$ cat config.mk
export PLATFORM = sky130hd
export DESIGN_NAME = csf_core
export DESIGN_NICKNAME = d
export VERILOG_FILES = /design/src/common/csf_pkg.sv /design/src/hw/csf_stack_ram.sv /design/src/hw/csf_core.sv
export SDC_FILE = /design/constraint.sdc
export NUM_CORES = 1
export LEC_CHECK = 0
export BUFFER_PORTS_ARGS = -buffer_cell sky130_fd_sc_hd__buf_2
export CORE_AREA = 3 3 252 254
export DETAILED_ROUTE_END_ITERATION = 12
export DIE_AREA = 0 0 255 257
export GPL_TIMING_DRIVEN = 0
export HOLD_SLACK_MARGIN = 0.02
export MAX_ROUTING_LAYER = met4
export PLACE_DENSITY_LB_ADDON = 0.1
export SLEW_MARGIN = 10
export SYNTH_ARGS = -nofsm -noshare
export SYNTH_HDL_FRONTEND = slang
export SYNTH_SLANG_ARGS = --single-unit
$ cat constraint.sdc
create_clock -name mclk -period 4.44 [get_ports mclk]
set_clock_uncertainty 0.05 [all_clocks]
set_input_delay 0.222 -clock mclk [delete_from_list [all_inputs] [get_ports mclk]]
set_output_delay 0.222 -clock mclk [all_outputs]
set_load 0.1 [all_outputs]
$ cat src/common/csf_pkg.sv
// Package: constants and carrier types for the CPU stack and flags block
// Notes on behaviour
// - The result_null_flag (cc bit 1) is set when the last ALU result is zero, else cleared.
// - branch_if_equal and branch_if_not_equal decide by testing the result_null_flag.
// - The overflow_borrow_flag (cc bit 0) is set on arithmetic overflow or underflow, else cleared.
// - force_carry_instr sets and clear_carry_instr clears the carry; carry branches test it.
// - Bit-test-and-branch, shift and rotate operations also update the carry flag.
// - The stack pointer is 16 bits with the upper ten bits fixed (00h high, bits 7:6 one).
// - The pointer addresses the next free byte, decrements after push, increments before pop.
// - Reset or reload_stack_top_instr sets the pointer to 00FFh, the stack top.
// - The pointer low byte can be read and written directly by the load instruction.
// - A push below the lower limit wraps to the upper limit with no overflow indication.
// - A pop beyond the upper limit wraps to the lower limit with no indication.
// - Interrupt entry stores program_counter_low first, then the rest at decreasing addresses.
// - A call pushes two bytes of return address; an interrupt pushes five context bytes.
// - Interrupt context is the program counter, X, accumulator and condition codes.
// - The Y index register is never saved or restored by interrupt entry or return.
package csf_pkg;

	localparam logic [15:0] SP_RESET_VAL = 16'h00FF;
	localparam logic [9:0]  SP_FIXED_HI  = 10'h003;
	localparam int          SP_OFS_W     = 6;
	localparam int          CC_Z_BIT     = 1;
	localparam int          CC_C_BIT     = 0;
	localparam logic [2:0]  CTX_LAST     = 3'h4;
	localparam logic [2:0]  CALL_LAST    = 3'h1;

	// Flag update commands from the instruction decoder
	typedef enum logic [2:0] {
		CSF_FL_NONE,
		CSF_FL_ALU,
		CSF_FL_Z_ONLY,
		CSF_FL_SCF,
		CSF_FL_RCF
	} csf_flag_op_t;

	// Stack sequence commands
	typedef enum logic [2:0] {
		CSF_SK_NONE,
		CSF_SK_PUSH,
		CSF_SK_POP,
		CSF_SK_CALL,
		CSF_SK_RET,
		CSF_SK_INT,
		CSF_SK_IRET
	} csf_stack_op_t;

	typedef enum logic [1:0] {
		CSF_BR_EQ,
		CSF_BR_NE,
		CSF_BR_C,
		CSF_BR_NC
	} csf_branch_t;

	// Context bytes as presented by the core
	typedef struct packed {
		logic [7:0] program_counter_low;
		logic [7:0] pch;
		logic [7:0] x;
		logic [7:0] a;
		logic [7:0] cc;
	} csf_ctx_t;

	typedef struct packed {
		logic       we;
		logic [5:0] addr;
		logic [7:0] wdata;
	} csf_mem_req_t;

endpackage : csf_pkg

$ cat src/hw/csf_stack_ram.sv
// File: 64-byte stack memory with registered read data
`timescale 1ns/1ns
module csf_stack_ram
	import csf_pkg::*;
(
	// Clock
	input  wire logic         mclk,
	// Access
	input  wire csf_mem_req_t req,
	output logic [7:0]        rdata
);

	logic [7:0] mem [0:(1 << SP_OFS_W) - 1];

	always_ff @(posedge mclk) begin
		if (req.we) begin
			mem[req.addr] <= req.wdata;
		end
		rdata <= mem[req.addr];
	end

endmodule : csf_stack_ram

$ cat src/hw/csf_core.sv
// File: stack pointer, stack sequencer and zero/carry flags of the core
`timescale 1ns/1ns
module csf_core
	import csf_pkg::*;
(
	// Clock and reset
	input  wire logic          mclk,
	input  wire logic          sys_rst,
	// Flag update
	input  wire csf_flag_op_t  flag_op,
	input  wire logic [7:0]    alu_result,
	input  wire logic          alu_carry,
	// Branch test
	input  wire csf_branch_t   branch_sel,
	output logic               branch_taken,
	// Stack command
	input  wire csf_stack_op_t stack_op,
	input  wire logic [7:0]    push_data,
	input  wire csf_ctx_t      ctx_in,
	input  wire logic          reload_stack_top_instr,
	output logic               stack_busy,
	output logic               pop_valid,
	output logic [7:0]         pop_data,
	output logic [2:0]         pop_index,
	// Load instruction access to the pointer low byte
	input  wire logic          sp_low_we,
	input  wire logic [7:0]    sp_low_wdata,
	output logic [7:0]         pointer_low_byte,
	// State
	output logic [15:0]        stack_pointer,
	output logic               result_null_flag,
	output logic               overflow_borrow_flag
);

	typedef enum logic [1:0] {
		CSF_ST_IDLE,
		CSF_ST_PUSH,
		CSF_ST_POP
	} csf_state_t;

	typedef struct packed {
		csf_state_t      state;
		logic [5:0]      sp;
		logic [2:0]      idx;
		logic [2:0]      last;
		logic            z;
		logic            c;
		logic            rd_pend;
		logic [2:0]      rd_idx;
		logic            pv;
		logic [7:0]      pd;
		logic [2:0]      pi;
		logic [39:0]     ctx;
	} csf_regs_t;

	csf_regs_t    s_reg;
	csf_regs_t    s_next;
	csf_mem_req_t mreq;
	logic [7:0]   rdata;

	csf_stack_ram u_ram (
		.mclk  (mclk),
		.req   (mreq),
		.rdata (rdata)
	);

	// Byte k of the pushed context, PROGRAM_COUNTER_LOW first
	function automatic logic [7:0] ctx_byte(input logic [39:0] c, input logic [2:0] k);
		logic [7:0] b;
		b = c[39 - 8 * k -: 8];
		return b;
	endfunction : ctx_byte

	always_comb begin
		s_next    = s_reg;
		s_next.pv = 1'b0;
		mreq      = '{we: 1'b0, addr: s_reg.sp, wdata: 8'h00};

		unique case (flag_op)
			CSF_FL_ALU: begin
				s_next.z = (alu_result == 8'h00);
				s_next.c = alu_carry;
			end
			CSF_FL_Z_ONLY: s_next.z = (alu_result == 8'h00);
			CSF_FL_SCF:    s_next.c = 1'b1;
			CSF_FL_RCF:    s_next.c = 1'b0;
			default: ;
		endcase

		// Read data is one cycle behind its address
		if (s_reg.rd_pend) begin
			s_next.pv      = 1'b1;
			s_next.pd      = rdata;
			s_next.pi      = s_reg.rd_idx;
			s_next.rd_pend = 1'b0;
		end

		unique case (s_reg.state)
			CSF_ST_IDLE: begin
				s_next.idx = 3'h0;
				s_next.ctx = ctx_in;
				unique case (stack_op)
					CSF_SK_PUSH, CSF_SK_CALL, CSF_SK_INT: begin
						s_next.state = CSF_ST_PUSH;
						s_next.last  = (stack_op == CSF_SK_INT) ? CTX_LAST :
						               (stack_op == CSF_SK_CALL) ? CALL_LAST : 3'h0;
						if (stack_op == CSF_SK_PUSH) begin
							s_next.ctx[39 -: 8] = push_data;
						end
					end
					CSF_SK_POP, CSF_SK_RET, CSF_SK_IRET: begin
						s_next.state = CSF_ST_POP;
						s_next.last  = (stack_op == CSF_SK_IRET) ? CTX_LAST :
						               (stack_op == CSF_SK_RET) ? CALL_LAST : 3'h0;
					end
					default: ;
				endcase
			end
			CSF_ST_PUSH: begin
				// Y is not part of the context word at all
				mreq.we     = 1'b1;
				mreq.wdata  = ctx_byte(s_reg.ctx, s_reg.idx);
				s_next.sp   = s_reg.sp - 6'h01;
				s_next.idx  = s_reg.idx + 3'h1;
				if (s_reg.idx == s_reg.last) begin
					s_next.state = CSF_ST_IDLE;
				end
			end
			CSF_ST_POP: begin
				// Increment before reading; pop_index counts down to 0 (PROGRAM_COUNTER_LOW)
				s_next.sp      = s_reg.sp + 6'h01;
				mreq.addr      = s_reg.sp + 6'h01;
				s_next.rd_pend = 1'b1;
				s_next.rd_idx  = s_reg.last - s_reg.idx;
				s_next.idx     = s_reg.idx + 3'h1;
				if (s_reg.idx == s_reg.last) begin
					s_next.state = CSF_ST_IDLE;
				end
			end
			// Unused state code falls back to idle
			default: s_next.state = CSF_ST_IDLE;
		endcase

		// Direct low-byte write; fixed bits 7:6 ignore the written value
		if (sp_low_we) begin
			s_next.sp = sp_low_wdata[SP_OFS_W-1:0];
		end
		if (reload_stack_top_instr) begin
			s_next.sp = SP_RESET_VAL[SP_OFS_W-1:0];
		end
	end

	always_ff @(posedge mclk) begin
		if (sys_rst) begin
			s_reg       <= '0;
			s_reg.state <= CSF_ST_IDLE;
			s_reg.sp    <= SP_RESET_VAL[SP_OFS_W-1:0];
		end else begin
			s_reg <= s_next;
		end
	end

	assign stack_pointer        = {SP_FIXED_HI, s_reg.sp};
	assign pointer_low_byte     = stack_pointer[7:0];
	assign result_null_flag     = s_reg.z;
	assign overflow_borrow_flag = s_reg.c;
	assign stack_busy           = (s_reg.state != CSF_ST_IDLE);
	assign pop_valid            = s_reg.pv;
	assign pop_data             = s_reg.pd;
	assign pop_index            = s_reg.pi;

	always_comb begin
		unique case (branch_sel)
			CSF_BR_EQ: branch_taken = s_reg.z;
			CSF_BR_NE: branch_taken = !s_reg.z;
			CSF_BR_C:  branch_taken = s_reg.c;
			CSF_BR_NC: branch_taken = !s_reg.c;
		endcase
	end
endmodule : csf_core

==> out/summary.txt, run 1 <==
Status: complete, no violations
CTS tree: done
Util after Layout: 0.469
Share of layout cells above drive strength 1: 0.179
Psw: 3.78 mW
H-tree Lvls: 3
Reg clk slew, reported paths: 60 ps
Int Power: 10.2 mW
Drt total wl: 65800 microns
Slew HR: 0.288
Share of power burned in registers: 0.451
Die ar.: 0.0655 sq mm
Via/cell ratio: 5.31
Synth unique cells: 46
CTS sink cnt: 591
Setup_tns: 0 ps
DPL Wire Length: 44400 microns
Pleak: 9.50 nW
Max clock buf depth: 3
Syn avg cell area: 15.1 sq um
First-pass GRT wire length: 95700 microns
Routed Antenna Nets: 0
Clock root cell: clkbuf_16
Worst Hold Class: in -> reg
Final period util: 0.969
Nets: 1938
Worst path arrival time: 4460 ps
Fin crit period: 4300 ps
Register Area: 0.0170 sq mm
RSZ-0062 raised after global routing: yes
Site row count: 91
Clock network power share: 0.375
Layout Area Growth over Synthesis: 20.5%
Commonest cells in the netlist: 512 x edfxtp_1, 313 x mux2i_1, 193 x nor2_1
Post-CTS setup buffers: 0
Worst hold slack: 157 ps
Die X: 255 microns
Ports: 117
Final Cell Area: 0.0288 sq mm
PortBufs: 101
Die Y: 257 microns
Req. time, crit path: 4600 ps
Synth Flop Type: edfxtp_1
Fmax: 233 MHz
Remaining global-route overflow: 0
DR vias: 14300
Setup crit end kind: register
Worst Path Max Fanout: 10
Placer Congestion: 0.817
Mapped Area: 0.0239 sq mm
Non-Filler Instances: 2693
Overall Power: 14.0 mW
Synth area leaders: edfxtp_1 64%, mux2i_1 13%, dfxtp_1 6.6%
Flops & latches, synth: 591
Slew at the pin closest to its max-slew limit: 1070 ps
Max VDD drop: 0.251 mV
Drt first pass iters: 5
Total GRT Usage: 0.208
Max reg flops: 512
Initial Utilization: 0.389
Final WS setup: 139 ps
Area occupied by multi-input gates: 0.00635 sq mm
Drt wl/cell: 24.5 microns
Placed Area: 0.0260 sq mm
Largest area contributor in the netlist: edfxtp_1
Clock Latency Late Sink: 590 ps
FFs w/ async S/R, synth: 0
Placed Cells: 2500
Max-cap violations: 0
Combinational cell fraction of total power: 0.174
Pre-CTS setup slack: 167 ps
Num CTS Buffers: 66
Warnings, synthesis: 0
Slew Viols, Final: 0
Cells after synthesis: 1581
Sw Share: 0.270
Antenna violations before repair: 1
Total power divided by cell area: 485 mW/mm^2
Setup CP Type: reg -> reg
Number of remaining DRC errors: 0
Final setup fails: 0
Post-synth EDFFs: 512
Core area: 0.0615 sq mm
Post-synth top area share: 0.643
Count leader, synth: edfxtp_1
Worst setup SP type: register
Seq/Total Area, Yosys: 0.709
Initial DRC Count: 1077
Fillers: 5385
Largest net degree at the start of global routing: 31
Hold Vio Cnt, Final: 0
Vias in the first global route: 14300
[path summary, 6_finish.rpt]
| check | startpoint | endpoint | slack, ps | depth (start not counted) |
|---|---|---|---|---|
| max | s_reg[70] | u_ram.mem[46][5] | 140 | 7 |
| min | sys_rst | s_reg[55] | 160 | 3 |
| max reg2reg | s_reg[70] | u_ram.mem[46][5] | 140 | 7 |
| min reg2reg | u_ram.rdata[6] | pop_data[6] | 420 | 2 |
[area by class of cell]
cell class	count	share of cell area
inverters	11	0.00143
multi-input cells	858	0.220
diodes	1	0.0000868
well taps	790	0.0343
clock buffers	89	0.0643
clock inverters	30	0.00760
flip-flops and latches	591	0.588
plain buffers	131	0.0258
repair buffers	192	0.0578
[metal layers]
layer / wire (microns) / vias to the layer above / track usage
met5: 0 / - / -
met1: 29200 / 7152 / 0.277
met3: 4110 / 104 / 0.0418
li1: - / 6563 / -
met4: 1790 / 0 / 0.0702
met2: 30800 / 470 / 0.321
[what timing repair did]
action	4_1_cts	5_1_grt
endpoints found under the setup margin	0	193
hold buffers	73	0
hold endpoints to repair	51	0
gates resized for setup	0	16
[power by group through the flow]
stage | Clock, mW | Combinational (mW) | Sequential [mW]
floorplan | 0 | 1.52 | 6.41
global placement | 0 | 2.26 | 6.45
detailed placement | 0 | 2.39 | 6.42
CTS | 5.36 | 2.44 | 6.30
global route | 5.61 | 2.60 | 6.32
finish | 5.24 | 2.44 | 6.30
[layout by cell type (no fill, tap or decap), types with 2 or more instances in the layout]
cell type	n
edfxtp_1	512
mux2i_1	313
nor2_1	177
o22ai_1	153
buf_2	146
dfxtp_1	79
dlygate4sd3_1	73
clkbuf_16	71
clkbuf_1	47
buf_4	44
nand2_1	30
o21ai_0	24
nor2_2	17
clkinv_1	15
nand3_1	12
conb_1	12
inv_1	11
xnor2_1	11
a21oi_1	11
a211oi_1	11
ha_1	10
buf_16	10
clkinv_2	9
xor2_1	8
or4_1	8
mux4_2	8
buf_1	8
a21oi_4	8
nor2b_1	7
buf_12	7
buf_6	4
nand3b_1	4
or3b_2	4
o211ai_1	4
nor3_1	3
o22a_1	3
nor4_1	3
bufinv_16	3
nand4_1	2
[logic make-up (layout without fill, tap and decap cells)]
logic type	Yosys count	count (layout)	share of synthesized area
simple gates	272	272	0.0483
flops	591	591	0.709
mux	322	322	0.139
buf+inv	142	453	0.0328
compound gates	223	223	0.0587
other cells	2	13	0.000314
fa+ha+maj	10	10	0.00523
xor+xnor	19	19	0.00695
[critical path: stages, from the launching register on]
cell and delay, ps:
dfxtp_1 400, inv_1 80, ha_1 260, xnor2_1 310, clkbuf_1 680, clkbuf_1 400, nand3b_1 750, nor2_1 960
(Power assumes the default switching activity.)
==> run 2: changes to the inputs <==
==> constraint.sdc (replaced) <==
create_clock -name mclk -period 3.97 [get_ports mclk]
set_clock_uncertainty 0.05 [all_clocks]
set_input_delay 0.1985 -clock mclk [delete_from_list [all_inputs] [get_ports mclk]]
set_output_delay 0.1985 -clock mclk [all_outputs]
set_load 0.1 [all_outputs]
==> out/summary.txt, run 2 (same netlist as run 1, synthesis figures left out) <==
Pleak: 9.48 nW (-0.20%)
Pre-CTS setup slack: -388 ps (-556 ps)
Non-Filler Instances: 2702 (+0.33%)
Drt total wl: 66700 microns (+1.3%)
Antenna violations before repair: 2 (+1)
Max reg flops: 512 (unchanged)
Worst path arrival time: 4230 ps (-230 ps)
Placer Congestion: 0.842 (+3.1%)
Share of layout cells above drive strength 1: 0.190 (+0.0106)
Overall Power: 15.2 mW (+8.5%)
Register-to-Register Path Depth: 9 (+2)
Via/cell ratio: 5.29 (-0.24%)
Fillers: 5362 (-0.43%)
CTS tree: done
RSZ-0062 raised after global routing: no
Drt wl/cell: 24.7 microns (+0.97%)
WHS Endpoint: pop_valid
Clock root cell: clkbuf_16
Crit path launch: pointer_low_byte[1]
Layout Area Growth over Synthesis: 20.4% (about the same)
Fmax: 262 MHz (+13%)
Worst R2R Setup Slack: 150 ps (about the same)
Hold Path Origin: sys_rst
Worst Hold Class: in -> reg
Site row count: 91 (unchanged)
Total power divided by cell area: 526 mW/mm^2 (+8.5%)
Slew HR: 0.382 (+0.0940)
Largest net degree at the start of global routing: 33 (+6.5%)
H-tree Lvls: 2 (-1)
DPL Wire Length: 44500 microns (about the same)
Slew Viols, Final: 0 (unchanged)
Die X: 255 microns (unchanged)
Remaining global-route overflow: 0 (unchanged)
Die ar.: 0.0655 sq mm (unchanged)
Reg-to-reg critical path endpoint: u_ram.rdata[1]
Status: complete, no violations
CP most frequent cell: o21ai_0
Total GRT Usage: 0.206 (-0.00207)
Worst hold slack: 109 ps (-48.8 ps)
DR vias: 14300 (+0.091%)
Slew at the pin closest to its max-slew limit: 927 ps (-141 ps)
Ports: 117 (unchanged)
Max clock buf depth: 3 (unchanged)
Req. time, crit path: 4390 ps (-210 ps)
Hold Vio Cnt, Final: 0 (unchanged)
Slowest stage cell, crit path: clkdlybuf4s15_1
Final period util: 0.961 (-0.00723)
PortBufs: 101 (unchanged)
CTS sink cnt: 591 (unchanged)
Slowest cell delay on critical path: 780 ps (-180 ps)
Max VDD drop: 0.324 mV (+29%)
Crit-path cells: ha_1 > buf_4 > xnor2_1 > o22a_1 > clkdlybuf4s15_1 > o22ai_1 > o21ai_0 > o21ai_0 > or4_1
Most frequent cells in the layout: 512 x edfxtp_1, 313 x mux2i_1, 170 x nor2_1
Vias in the first global route: 14100 (-1.6%)
Most common cell after layout, fill and taps aside: edfxtp_1
Initial DRC Count: 1187 (+10%)
Routed Antenna Nets: 0 (unchanged)
Final WS setup: 153 ps (+14.0 ps)
Die Y: 257 microns (unchanged)
First-pass GRT wire length: 95400 microns (-0.31%)
Hold path depth: 3 (unchanged)
Placed Cells: 2500 (unchanged)
ANT cells: 0 (-1)
Final setup fails: 0 (unchanged)
Nets: 1950 (+0.62%)
Core area: 0.0615 sq mm (unchanged)
Setup CP Type: reg -> reg
Max-cap violations: 0 (unchanged)
Placed Area: 0.0260 sq mm (about the same)
Num CTS Buffers: 61 (-7.6%)
Reg clk slew, reported paths: 60 ps (about the same)
Reg-to-Reg Start: pointer_low_byte[1]
Worst Path Max Fanout: 10 (unchanged)
Final Cell Area: 0.0288 sq mm (about the same)
Worst setup SP type: register
Area occupied by multi-input gates: 0.00641 sq mm (+0.83%)
Drt first pass iters: 5 (unchanged)
Setup crit end kind: register
Fin crit period: 3820 ps (-484 ps)
Register Area: 0.0170 sq mm (unchanged)
Clock Latency Late Sink: 630 ps (+40 ps)
Initial Utilization: 0.389 (unchanged)
Number of remaining DRC errors: 0 (unchanged)
run 2: where the power goes:
group | leakage [nW] | switching, mW | internal (mW)
Sequential | 4.81 | 0.0770 | 6.97
Combinational | 3.77 | 1.80 | 0.987
Clock | 0.901 | 2.33 | 3.00
run 2: how the worst max path moves through the flow:
stage	to	slack, ps	depth (start not counted)
global route	u_ram.rdata[1]	40	10
floorplan	u_ram.mem[0][0]	560	7
detailed placement	u_ram.mem[46][4]	-390	7
global placement	u_ram.mem[16][2]	-2180	7
CTS	u_ram.mem[51][6]	-9	9
finish	u_ram.rdata[1]	150	9
run 2: layout make-up:
type	count	area share
tap	790	0.0343
inverter	11	0.00143
clock buffer	75	0.0563
timing repair buffer	211	0.0634
sequential	591	0.589
multi-input combinational	860	0.222
buffer	127	0.0260
clock inverter	37	0.00769
run 2: worst max-delay path: cells and delay by family (launching register included):
kind	cells	cell delay [ps]
AOI/OAI and AO/OA	4	1120
xor gates and xnor gates	1	150
adders and majority gates	1	210
buffers and inverters	2	970
DFF	1	510
and+or+nand+nor	1	640
run 2: through the flow:
stage | utilization | TNS, ps
after floorplan | - | 0
after global placement | 0.415 | -1033640
after detailed placement | 0.423 | -67410
after CTS | 0.468 | -57.9
after global routing | 0.469 | 0
final | 0.469 | 0
run 2: repair_timing:
| action | 4_1_cts | 5_1_grt |
|---|---|---|
| endpoints found under the setup margin | 383 | 181 |
| pin swaps | 2 | 1 |
| gates resized for setup | 19 | 22 |
| hold buffers | 78 | 0 |
| setup buffers | 13 | 1 |
| endpoints found under the hold margin | 51 | 0 |
| gates cloned | 1 | 1 |
run 2: routing by layer:
metal / up-vias / part of all wire / wire length (microns) / GRT usage
li1: 6594 / - / - / -
met5: - / 0 / 0 / -
met3: 80 / 0.057 / 3780 / 0.0257
met1: 7170 / 0.45 / 30100 / 0.289
met4: 0 / 0.018 / 1230 / 0.0474
met2: 458 / 0.47 / 31600 / 0.323
